===== config.mk =====
export PLATFORM = sky130hd
export DESIGN_NAME = lock_rotor_protect_drive
export DESIGN_NICKNAME = d
export VERILOG_FILES = /design/src/common/lrp_pkg.sv /design/src/rtl/lock_rotor_protect_drive.sv /design/src/rtl/pin_sync.sv
export VERILOG_INCLUDE_DIRS = /design/src /design/src/common
export SDC_FILE = /design/constraint.sdc
export NUM_CORES = 1
export LEC_CHECK = 0
export ABC_AREA = 1
export BUFFER_PORTS_ARGS = -buffer_cell sky130_fd_sc_hd__buf_2
export CAP_MARGIN = 20
export CORE_MARGIN = 3
export CORE_UTILIZATION = 60
export CTS_CLUSTER_DIAMETER = 40
export DETAILED_ROUTE_END_ITERATION = 7
export PLACE_DENSITY = 0.78
export SYNTH_ARGS = -nofsm -noshare
export SYNTH_HDL_FRONTEND = slang
export SYNTH_HIERARCHICAL = 1
export SYNTH_SLANG_ARGS = --single-unit

===== constraint.sdc =====
create_clock -name clk -period 5.34 [get_ports clk]
set_clock_uncertainty 0.05 [all_clocks]
set_input_delay 0 -clock clk [delete_from_list [all_inputs] [get_ports clk]]
set_output_delay 0 -clock clk [all_outputs]
set_load 0.005 [all_outputs]

===== src/common/lrp_defs.svh =====
// Timing constants for the locked-rotor protection block
`ifndef LRP_DEFS_SVH
`define LRP_DEFS_SVH

`define LRP_CLK_KHZ           125000
`define LRP_RUN_LOCK_MS       300
`define LRP_START_LOCK_MS     700
`define LRP_OFF_EARLY_MS      3500
`define LRP_OFF_LATE_MS       14000
`define LRP_RESTART_ON_MS     700
`define LRP_EARLY_OFF_PERIODS 4
`define LRP_OC_THRESHOLD_MV   100

`define LRP_RUN_LOCK_CYC   (`LRP_RUN_LOCK_MS * `LRP_CLK_KHZ)
`define LRP_START_LOCK_CYC (`LRP_START_LOCK_MS * `LRP_CLK_KHZ)
`define LRP_OFF_EARLY_CYC  (`LRP_OFF_EARLY_MS * `LRP_CLK_KHZ)
`define LRP_OFF_LATE_CYC   (`LRP_OFF_LATE_MS * `LRP_CLK_KHZ)
`define LRP_RESTART_ON_CYC (`LRP_RESTART_ON_MS * `LRP_CLK_KHZ)

`endif


===== src/common/lrp_pkg.sv =====
// Types shared by the locked-rotor protection block
package lrp_pkg;

  typedef enum logic [4:0] {
    ST_IDLE    = 5'h01,
    ST_STARTUP = 5'h02,
    ST_RUN     = 5'h04,
    ST_LOCKOFF = 5'h08,
    ST_RESTART = 5'h10
  } lock_state_t;

  typedef struct packed {
    logic gate_high_a;
    logic gate_low_a;
    logic gate_high_b;
    logic gate_low_b;
  } gate_drive_t;

endpackage


===== src/rtl/lock_rotor_protect_drive.sv =====
// Locked-rotor protection, current limit response, speed pulse and gate drive
`timescale 1ns/1ns
`default_nettype none
`include "lrp_defs.svh"

module lock_rotor_protect_drive #(
  parameter int unsigned RUN_LOCK_CYC   = `LRP_RUN_LOCK_CYC,
  parameter int unsigned START_LOCK_CYC = `LRP_START_LOCK_CYC,
  parameter int unsigned OFF_EARLY_CYC  = `LRP_OFF_EARLY_CYC,
  parameter int unsigned OFF_LATE_CYC   = `LRP_OFF_LATE_CYC,
  parameter int unsigned RESTART_ON_CYC = `LRP_RESTART_ON_CYC
) (
  input  wire logic          clk,
  input  wire logic          sys_rst,
  input  wire logic          clk_en,
  input  wire logic          run_cmd,
  input  wire logic          hall_in_pos,
  input  wire logic          hall_in_neg,
  input  wire logic          current_sense_in,
  output lrp_pkg::gate_drive_t gate_drive,
  output logic               speed_pulse_out_o,
  output logic               speed_pulse_out_oe,
  output logic               overcurrent_limiter,
  output logic               rotor_locked,
  output logic [2:0]         off_period_count
);
  import lrp_pkg::*;

  localparam logic [2:0] EARLY_PERIODS = 3'(`LRP_EARLY_OFF_PERIODS);

  if (RUN_LOCK_CYC < 1 || START_LOCK_CYC < 1 || OFF_EARLY_CYC < 1 ||
      OFF_LATE_CYC < 1 || RESTART_ON_CYC < 1) begin : g_bad_time
    $error("lock_rotor_protect_drive timing counts must be at least 1");
  end

  logic [2:0]  pins_sync;
  logic        hall_pos_s;
  logic        hall_neg_s;
  logic        oc_s;

  pin_sync #(.WIDTH(3)) u_pin_sync (
    .clk      (clk),
    .sys_rst  (sys_rst),
    .clk_en   (clk_en),
    .pin_in   ({current_sense_in, hall_in_neg, hall_in_pos}),
    .sync_out (pins_sync)
  );

  assign hall_pos_s = pins_sync[0];
  assign hall_neg_s = pins_sync[1];
  assign oc_s       = pins_sync[2];

  // Hall phase: a comparator pair that disagrees decides; agreement holds the last phase
  logic hall_phase;
  logic next_hall_phase;
  logic phase_known;
  logic next_phase_known;
  logic comm_edge;

  always_comb begin
    next_hall_phase  = hall_phase;
    next_phase_known = phase_known;
    if (clk_en && (hall_pos_s != hall_neg_s)) begin
      next_hall_phase  = hall_pos_s;
      next_phase_known = 1'b1;
    end
  end

  // The first valid phase after reset is a load, not a commutation
  assign comm_edge = clk_en && phase_known && (next_hall_phase != hall_phase);

  always_ff @(posedge clk) begin
    if (sys_rst) begin
      hall_phase  <= 1'b0;
      phase_known <= 1'b0;
    end else begin
      hall_phase  <= next_hall_phase;
      phase_known <= next_phase_known;
    end
  end

  // Protection sequencer
  lock_state_t state;
  lock_state_t next_state;
  logic [31:0] timer;
  logic [31:0] next_timer;
  logic [2:0]  next_off_count;
  logic        late_off;

  assign late_off = off_period_count > EARLY_PERIODS;

  always_comb begin
    next_state     = state;
    next_timer     = timer;
    next_off_count = off_period_count;
    if (clk_en) begin
      next_timer = timer + 32'h1;
      case (state)
        ST_IDLE: begin
          next_timer = '0;
          if (run_cmd) begin
            next_state = ST_STARTUP;
          end
        end
        ST_STARTUP: begin
          if (comm_edge) begin
            next_state = ST_RUN;
            next_timer = '0;
          end else if (timer == START_LOCK_CYC - 1) begin
            next_state     = ST_LOCKOFF;
            next_timer     = '0;
            next_off_count = 3'h1;
          end
        end
        ST_RUN: begin
          if (comm_edge) begin
            next_timer = '0;
          end else if (timer == RUN_LOCK_CYC - 1) begin
            next_state     = ST_LOCKOFF;
            next_timer     = '0;
            next_off_count = 3'h1;
          end
        end
        ST_LOCKOFF: begin
          // Hall edges while coasting are ignored; only a restart proves recovery
          if ((!late_off && timer == OFF_EARLY_CYC - 1) ||
              (late_off && timer == OFF_LATE_CYC - 1)) begin
            next_state = ST_RESTART;
            next_timer = '0;
          end
        end
        ST_RESTART: begin
          if (comm_edge) begin
            next_state     = ST_RUN;
            next_timer     = '0;
            next_off_count = '0;
          end else if (timer == RESTART_ON_CYC - 1) begin
            next_state = ST_LOCKOFF;
            next_timer = '0;
            // Saturates at the seventh period so the long off time sticks
            if (off_period_count != 3'h7) begin
              next_off_count = off_period_count + 3'h1;
            end
          end
        end
        default: begin
          next_state = ST_IDLE;
          next_timer = '0;
        end
      endcase
      if (!run_cmd) begin
        next_state     = ST_IDLE;
        next_timer     = '0;
        next_off_count = '0;
      end
    end
  end

  always_ff @(posedge clk) begin
    if (sys_rst) begin
      state            <= ST_IDLE;
      timer            <= '0;
      off_period_count <= '0;
    end else begin
      state            <= next_state;
      timer            <= next_timer;
      off_period_count <= next_off_count;
    end
  end

  // Output stage
  gate_drive_t next_gate;
  logic        drive_on;
  logic        next_limiter;
  logic        next_locked;
  logic        next_fg;

  assign drive_on = (next_state == ST_STARTUP) || (next_state == ST_RUN) ||
                    (next_state == ST_RESTART);

  always_comb begin
    next_gate    = gate_drive;
    next_limiter = overcurrent_limiter;
    next_locked  = rotor_locked;
    next_fg      = speed_pulse_out_oe;
    if (clk_en) begin
      next_limiter = oc_s;
      next_locked  = (next_state == ST_LOCKOFF) || (next_state == ST_RESTART);
      next_fg      = ~next_hall_phase;
      next_gate    = '0;
      if (drive_on) begin
        if (oc_s) begin
          // Regenerate through both low sides; never leaves a leg shorted
          next_gate.gate_low_a = 1'b1;
          next_gate.gate_low_b = 1'b1;
        end else if (next_hall_phase) begin
          next_gate.gate_high_a = 1'b1;
          next_gate.gate_low_b  = 1'b1;
        end else begin
          next_gate.gate_high_b = 1'b1;
          next_gate.gate_low_a  = 1'b1;
        end
      end
    end
  end

  always_ff @(posedge clk) begin
    if (sys_rst) begin
      gate_drive          <= '0;
      overcurrent_limiter <= 1'b0;
      rotor_locked        <= 1'b0;
      speed_pulse_out_oe  <= 1'b0;
      speed_pulse_out_o   <= 1'b0;
    end else begin
      gate_drive          <= next_gate;
      overcurrent_limiter <= next_limiter;
      rotor_locked        <= next_locked;
      speed_pulse_out_oe  <= next_fg;
      speed_pulse_out_o   <= 1'b0;
    end
  end

  // Checks
  chk_run_lock_time: assert property (@(posedge clk) disable iff (sys_rst)
    (state == ST_LOCKOFF && $past(state) == ST_RUN) |-> $past(timer) == RUN_LOCK_CYC - 1)
    else $error("running lock declared at wrong time");

  chk_start_lock_time: assert property (@(posedge clk) disable iff (sys_rst)
    (state == ST_LOCKOFF && $past(state) == ST_STARTUP)
      |-> $past(timer) == START_LOCK_CYC - 1)
    else $error("start-up lock declared at wrong time");

  chk_early_off_len: assert property (@(posedge clk) disable iff (sys_rst)
    (state == ST_RESTART && $past(state) == ST_LOCKOFF && off_period_count <= EARLY_PERIODS)
      |-> $past(timer) == OFF_EARLY_CYC - 1)
    else $error("early off period has wrong length");

  chk_late_off_len: assert property (@(posedge clk) disable iff (sys_rst)
    (state == ST_RESTART && $past(state) == ST_LOCKOFF && off_period_count > EARLY_PERIODS)
      |-> $past(timer) == OFF_LATE_CYC - 1)
    else $error("late off period has wrong length");

  chk_restart_on_len: assert property (@(posedge clk) disable iff (sys_rst)
    (state == ST_LOCKOFF && $past(state) == ST_RESTART)
      |-> $past(timer) == RESTART_ON_CYC - 1 && gate_drive == '0)
    else $error("restart on-time has wrong length");

  chk_limiter_follow: assert property (@(posedge clk) disable iff (sys_rst)
    (clk_en && oc_s) |=> overcurrent_limiter)
    else $error("limiter did not follow sense comparator");

  chk_limiter_regen: assert property (@(posedge clk) disable iff (sys_rst)
    (clk_en && oc_s && drive_on)
      |=> gate_drive == gate_drive_t'{1'b0, 1'b1, 1'b0, 1'b1})
    else $error("bridge not regenerating under current limit");

  chk_gate_no_short: assert property (@(posedge clk) disable iff (sys_rst)
    !(gate_drive.gate_high_a && gate_drive.gate_low_a) &&
    !(gate_drive.gate_high_b && gate_drive.gate_low_b))
    else $error("both FETs of one leg driven");

  chk_speed_toggle: assert property (@(posedge clk) disable iff (sys_rst)
    comm_edge |=> speed_pulse_out_oe != $past(speed_pulse_out_oe) && !speed_pulse_out_o)
    else $error("speed pulse did not toggle on commutation");

  chk_recover_clear: assert property (@(posedge clk) disable iff (sys_rst)
    (state == ST_RUN && $past(state) == ST_RESTART) |-> off_period_count == 3'h0 && !rotor_locked)
    else $error("recovery did not clear off count");

endmodule

`default_nettype wire


===== src/rtl/pin_sync.sv =====
// Two-stage synchroniser bank for asynchronous pin inputs
`timescale 1ns/1ns
`default_nettype none

module pin_sync #(
  parameter int WIDTH = 3
) (
  input  wire logic             clk,
  input  wire logic             sys_rst,
  input  wire logic             clk_en,
  input  wire logic [WIDTH-1:0] pin_in,
  output logic      [WIDTH-1:0] sync_out
);

  logic [WIDTH-1:0] meta;
  logic [WIDTH-1:0] next_meta;
  logic [WIDTH-1:0] next_sync;

  if (WIDTH < 1) begin : g_bad_width
    $error("pin_sync needs WIDTH of at least 1");
  end

  for (genvar i = 0; i < WIDTH; i++) begin : g_bit
    always_comb begin
      next_meta[i] = clk_en ? pin_in[i] : meta[i];
      next_sync[i] = clk_en ? meta[i] : sync_out[i];
    end
  end

  always_ff @(posedge clk) begin
    if (sys_rst) begin
      meta     <= '0;
      sync_out <= '0;
    end else begin
      meta     <= next_meta;
      sync_out <= next_sync;
    end
  end

endmodule

`default_nettype wire


Word-level counts from Yosys, hierarchy flattened

Cells that the tools add are included.

Add/subtract/negate cells: 2
$lt $le $gt $ge: 1
Equal/unequal tests: 23
Mux-type cells: 32
Bitwise gates (word level): 1
Reduce and logical (&&, ||, !) cells: 12

Operators by type and width:

| kind                  | number |
|---|---|
| $mux 32               | 6 |
| $pmux 32 s3           | 1 |
| $mux 5                | 7 |
| $add 32x1->32 const B | 1 |
| $eq 32x26->1 const B  | 1 |
| $eq 32x27->1 const B  | 1 |
| $eq 32x29->1 const B  | 1 |
| $eq 32x31->1 const B  | 1 |
| $mux 3                | 8 |
| $pmux 5 s4            | 1 |
| $ne 3x3->1 const B    | 5 |
| $eq 5x2->1 const B    | 2 |
| $eq 5x3->1 const B    | 2 |
| $eq 5x4->1 const B    | 2 |
| $eq 5x5->1 const B    | 2 |
| $pmux 3 s3            | 1 |
| $ne 4x4->1 const B    | 2 |
| $reduce_and 8->1      | 1 |
| $mux 1                | 6 |
| $eq 5x1->1 const B    | 1 |
| $logic_and 1x1->1     | 5 |
| $logic_or 1x1->1      | 4 |
| $mux 4                | 1 |
| $ne 4x1->1 const B    | 1 |
| 7 further kinds       | 8 |

Flip-flop bits (word level): 55
Bits of input ports: 7
Output and inout port bits: 11
Logic and storage cells: 85

Logic depth before layout (Yosys ltp)

Depth after elaboration: 13
Mapped depth: 17
Gate-level depth less buffers: 17

By module

Netlist, hierarchy kept.

Modules (own cells, without submodules):

| module                   | times used | cells an instance | area each (µm²) |
|---|---|---|---|
| lock_rotor_protect_drive | 1          | 564               | 3464.6 |
| pin_sync                 | 1          | 38                | 247.7 |

Least setup slack after synthesis

Ideal clock, no wire load.

Path kind: reg-to-reg
Start point: register timer[1]
End point: register gate_drive[0] (netlist name)
Setup time: 0.068 ns
Arrival: 1.720 ns
Data required time: 5.222 ns
Slack: 3.503 ns
Stages on the path, launching flop included: 16
Clock period less this slack: 1.837 ns
Cells stage by stage: dfxtp_1 -> ha_1 -> nand2_2 -> nor2_4 -> nand2_2 -> nor2_4 -> nand3_2 -> nand3_2 -> nand3_1 -> nand2_1 -> nand2_2 -> nor2_1 -> nand3_1 -> nand3_2 -> nand2_1 -> a21oi_2

Word-level cells in the longest chain between the ends: 11
Elaborated cells on any way between the ends: 21
Those cells by class: 7 x eq/ne; 9 x mux; 5 x reduce/logical

RTL lines:

| element                                             | line                                                             | source |
|---|---|---|
| start: declaration                                  | lock_rotor_protect_drive.sv:85                                   | `logic [31:0] timer;` |
| start signal: assignment                            | lock_rotor_protect_drive.sv:166                                  | `timer <= next_timer;` |
| $eq 32x29->1 / $eq 32x31->1 (equally long branches) | lock_rotor_protect_drive.sv:126, lock_rotor_protect_drive.sv:127 |  |
| $logic_and 1x1->1 (on tied branches)                | lock_rotor_protect_drive.sv:126, lock_rotor_protect_drive.sv:127 |  |
| $logic_or 1x1->1                                    | lock_rotor_protect_drive.sv:126                                  | `if ((!late_off && timer == OFF_EARLY_CYC - 1) \|\|` |
| $mux 5                                              | lock_rotor_protect_drive.sv:126                                  |  |
| $pmux 5 s4 *                                        | lock_rotor_protect_drive.sv:98                                   | `case (state)` |
| $mux 5 *                                            | lock_rotor_protect_drive.sv:151                                  | `if (!run_cmd) begin` |
| $mux 5 *                                            | lock_rotor_protect_drive.sv:96                                   | `if (clk_en) begin` |
| $eq 5x2->1 / $eq 5x3->1 (equally long branches)     | lock_rotor_protect_drive.sv:178                                  | `assign drive_on = (next_state == ST_STARTUP) \|\| (next_state == ST_RUN) \|\|` |
| $logic_or 1x1->1                                    | lock_rotor_protect_drive.sv:178                                  |  |
| $logic_or 1x1->1 *                                  | lock_rotor_protect_drive.sv:178                                  |  |
| $mux 4 *                                            | lock_rotor_protect_drive.sv:191                                  | `if (drive_on) begin` |
| end signal: assignment                              | lock_rotor_protect_drive.sv:215                                  | `gate_drive <= next_gate;` |
| end: declaration                                    | lock_rotor_protect_drive.sv:20                                   | `output lrp_pkg::gate_drive_t gate_drive,` |

Every way passes the cells marked *; elsewhere a longest branch is shown, timed or not.
A chain may end at the register's enable or synchronous reset.

Final worst setup path

Start point: register timer[1]
End point: register timer[20]

Word-level cells in the longest chain between the ends: 6
Elaborated cells on any way between the ends: 15
Those cells by class: 1 x add/sub; 4 x eq/ne; 7 x mux; 3 x reduce/logical

RTL lines:

| element                                               | line |
|---|---|
| branches (longest 4 deep; another with $add 32x1->32) | - |
| $pmux 32 s3 *                                         | lock_rotor_protect_drive.sv:98 |
| $mux 32 *                                             | lock_rotor_protect_drive.sv:151 |

Every way passes the cells marked *.

==> impl_metrics.toml <==
[status]
status = "finished clean"

[drt]
ant_nets = 0
routed_via_density = 5.45
first_pass_iters = 5
finalWirelength_mm = 9.17
vias = 3760
route.detailed.drc = 0
wl_per_cell_um = 13.3
drt_iter0_drc = 329

[global_routing]
grt.total_usage_pct = 27.1
use_met2_pct = 48.1
grt_antenna_before_repair = 0
top_usage_layer = "met2"
grt_pass1_wl_mm = 16.1
grt_max_degree = 44
met1_usage_pct = 32.8
grt_use_met3_pct = 3.63
grt_pass1_vias = 3614
grt_overflow = 0

[cts]
path_clk_slew_ns = 0.12
htree_levels = 2
clockBufferDepth = 2
cts.sinks = 55
cts_tree = "done"
cts_buffers = 5
cts_root_buffer = "clkbuf_8"
worstSkewPairLatency_ns = 0.33
post-cts-setup-buffer-count = 0

[setup_path]
r2r_slack_ns = 3.11
slowest_stage = "dfxtp_1"
arrival_ns = 2.36
startpoint = "timer[1]"
end_kind = "flop"
rr_endpoint = "timer[20]"
start_kind = "flop"
reg2reg_depth = 12
slowest_delay_ns = 0.37
crit_fanout = 26
cp_cell_sequence = "ha_1 -> nand2_2 -> nor2_4 -> nand2_2 -> nor2_4 -> nand3_2 -> nand3_2 -> nand3_1 -> nand2_2 -> inv_2 -> nand3_1 -> a21oi_1"
crit_top_cell = "nand2_2"
r2r_start = "timer[1]"
cp_data_required_time_ns = 5.46
critPathKind = "reg2reg"

[timing]
fin_crit_ns = 2.23
fin_ws_ns = 3.11
max_freq_mhz = 448
finalHoldViolCount = 0
setup_viol = 0
post-route-period-util_pct = 41.8
final_max_slew_viol_count = 0
rsz0062_at_grt = "false"
timing.slew.headroom_pct = 44.2
fin_setup_tns_ns = 0
worstMarginPinSlew_ns = 0.837

[min_path]
hold_depth = 4
min_to = "off_period_count[0]"
holdCritStartpoint = "run_cmd"
hp-class = "in2reg"

[yosys]
yosysSeqAreaShare_pct = 29.7
ys_async_sr_fraction_pct = 0
synth-edff-count = 0
yosys-top-cells-count = "169 x nand2_1, 77 x nor2_1, 75 x inv_1, 55 x dfxtp_1"
synth_area_mm2 = 0.00371
netlist_instances = 602
ys_types = 43
synth.most_common_cell = "nand2_1"
synthTopCellsByArea = "dfxtp_1 30%, nand2_1 17%, nor2_1 7.8%"
synth_top_cell_by_area = "dfxtp_1"
synth_nets = 613
ys.flop_type = "dfxtp_1"
synth_top_area_share_pct = 29.7
ys_warn_count = 6
syn_area_per_cell_um2 = 6.17
yosys_register_bits = 55

[pwr]
p_per_area_mw_per_mm2 = 186
p_leak_nw = 1.72
ir_drop_mv = 0.150

[place]
routabilityCongestion = 0.942
numPortBuffers = 16
hpwlAfterDp_mm = 6.78
place_area_mm2 = 0.00381
place_ws_ns = 2.65

[cells_and_area]
n_antenna_cell = 0
nets = 625
drive_gt1_share_pct = 12.8
final_area_mm2 = 0.00397
syn_to_final_growth_pct = 6.81

[floorplanning]
die_h_um = 84.7
die_area_mm2 = 0.00717
core_area_mm2 = 0.00596
die_w_um = 84.7
fp-row-count = 28
initial_utilization_pct = 62.3
num_io_pins = 18

[run]
drv_cap = 0
[worst max-delay path by stage]
stage	end	slack [ns]	cells after the start
finish	timer[20]	3.11	12
CTS	gate_drive[3]	2.97	9
global placement	gate_drive[0]	2.78	9
floorplan	gate_drive[0]	3.50	15
global route	gate_drive[3]	2.86	16
detailed placement	gate_drive[0]	2.65	9
[cell type report]
type	instances	area [µm²]
fillers	571	1990
well taps	75	93.8
clock buffers	5	68.8
flip-flops and latches	55	1100
multi-input cells	445	2210
inverters	87	330
clock inverters	3	27.5
repair buffers	20	138
[kinds of logic after synthesis]
| group | share of synthesized area [%] |
|---|---|
| buf+inv | 10.9 |
| fa+ha+maj | 1.35 |
| simple gates | 45.2 |
| xor+xnor | 2.60 |
| compound gates | 10.1 |
| flops | 29.7 |
| other cells | 0.101 |
[state kept, by name, indices dropped and copies added (netlist names)]
signal and cells:
gate_drive 4, hall_phase 1, off_period_count 3, overcurrent_limiter 1, phase_known 1, rotor_locked 1, speed_pulse_out_oe 1, state 5
timer 32, u_pin_sync/meta 3, u_pin_sync/sync_out 3
[per-layer routing]
metal	routed length, µm	vias up	part of all wire (%)
met5	0	-	0
met4	232	0	2.5
met3	438	22	4.8
met2	4560	120	50
met1	3940	1686	43
li1	-	1932	-
[cells in the final DEF (no fill, tap or decap), types with 2 or more instances in the layout]
cell / synthesis / layout
nand2_1: 169 / 169
nor2_1: 77 / 77
inv_1: 75 / 75
dfxtp_1: 55 / 55
nand3_1: 42 / 42
a21oi_1: 42 / 42
buf_2: 3 / 16
nand4_1: 15 / 15
o21ai_0: 12 / 12
xor2_1: 10 / 10
nor3_1: 10 / 10
inv_2: 9 / 9
nand2_2: 9 / 9
nor2_2: 7 / 7
nor2_4: 7 / 7
or2_2: 5 / 5
nand3_2: 5 / 5
nor4_1: 5 / 5
clkbuf_8: 0 / 5
ha_1: 4 / 4
nor3_2: 3 / 3
o22ai_1: 3 / 3
a21oi_2: 3 / 3
dlygate4sd3_1: 0 / 3
o21ai_1: 2 / 2
a211oi_1: 2 / 2
o211ai_1: 2 / 2
[worst max-delay path: cells and delay by family, from the launching register on]
kind / cells / cell delay (ns)
AO/OA/AOI/OAI: 1 / 0.07
flip-flops: 1 / 0.37
AND/OR/NAND/NOR: 9 / 1.15
adder cells (fa/ha/maj): 1 / 0.20
buffers and inverters: 1 / 0.24
[timing repair]
action / CTS / global route
hold buffers: 3 / 0
endpoints found under the hold margin: 3 / 0
gates resized for setup: 0 / 0
[stage by stage]
step / hold WS, ns / power [W] / utilization (%) / cells
after detailed placement: 0.245 / 0.000490 / 64.0 / 678
after global routing: 0.110 / 0.000766 / 66.6 / 690
after global placement: 0.233 / 0.000488 / 64.0 / 678
after floorplan: 0.105 / 0.000475 / - / 602
final: 0.0399 / 0.000739 / 66.6 / 690
after CTS: 0.0249 / 0.000738 / 66.1 / 689
[power by group]
| part | switching, W | internal (W) |
|---|---|---|
| clock network | 0.000156 | 0.0000968 |
| logic | 0.0000400 | 0.0000208 |
| registers | 0.00000619 | 0.000419 |
| total | 0.000202 | 0.000536 |
Power figures use the tool's default switching activity.
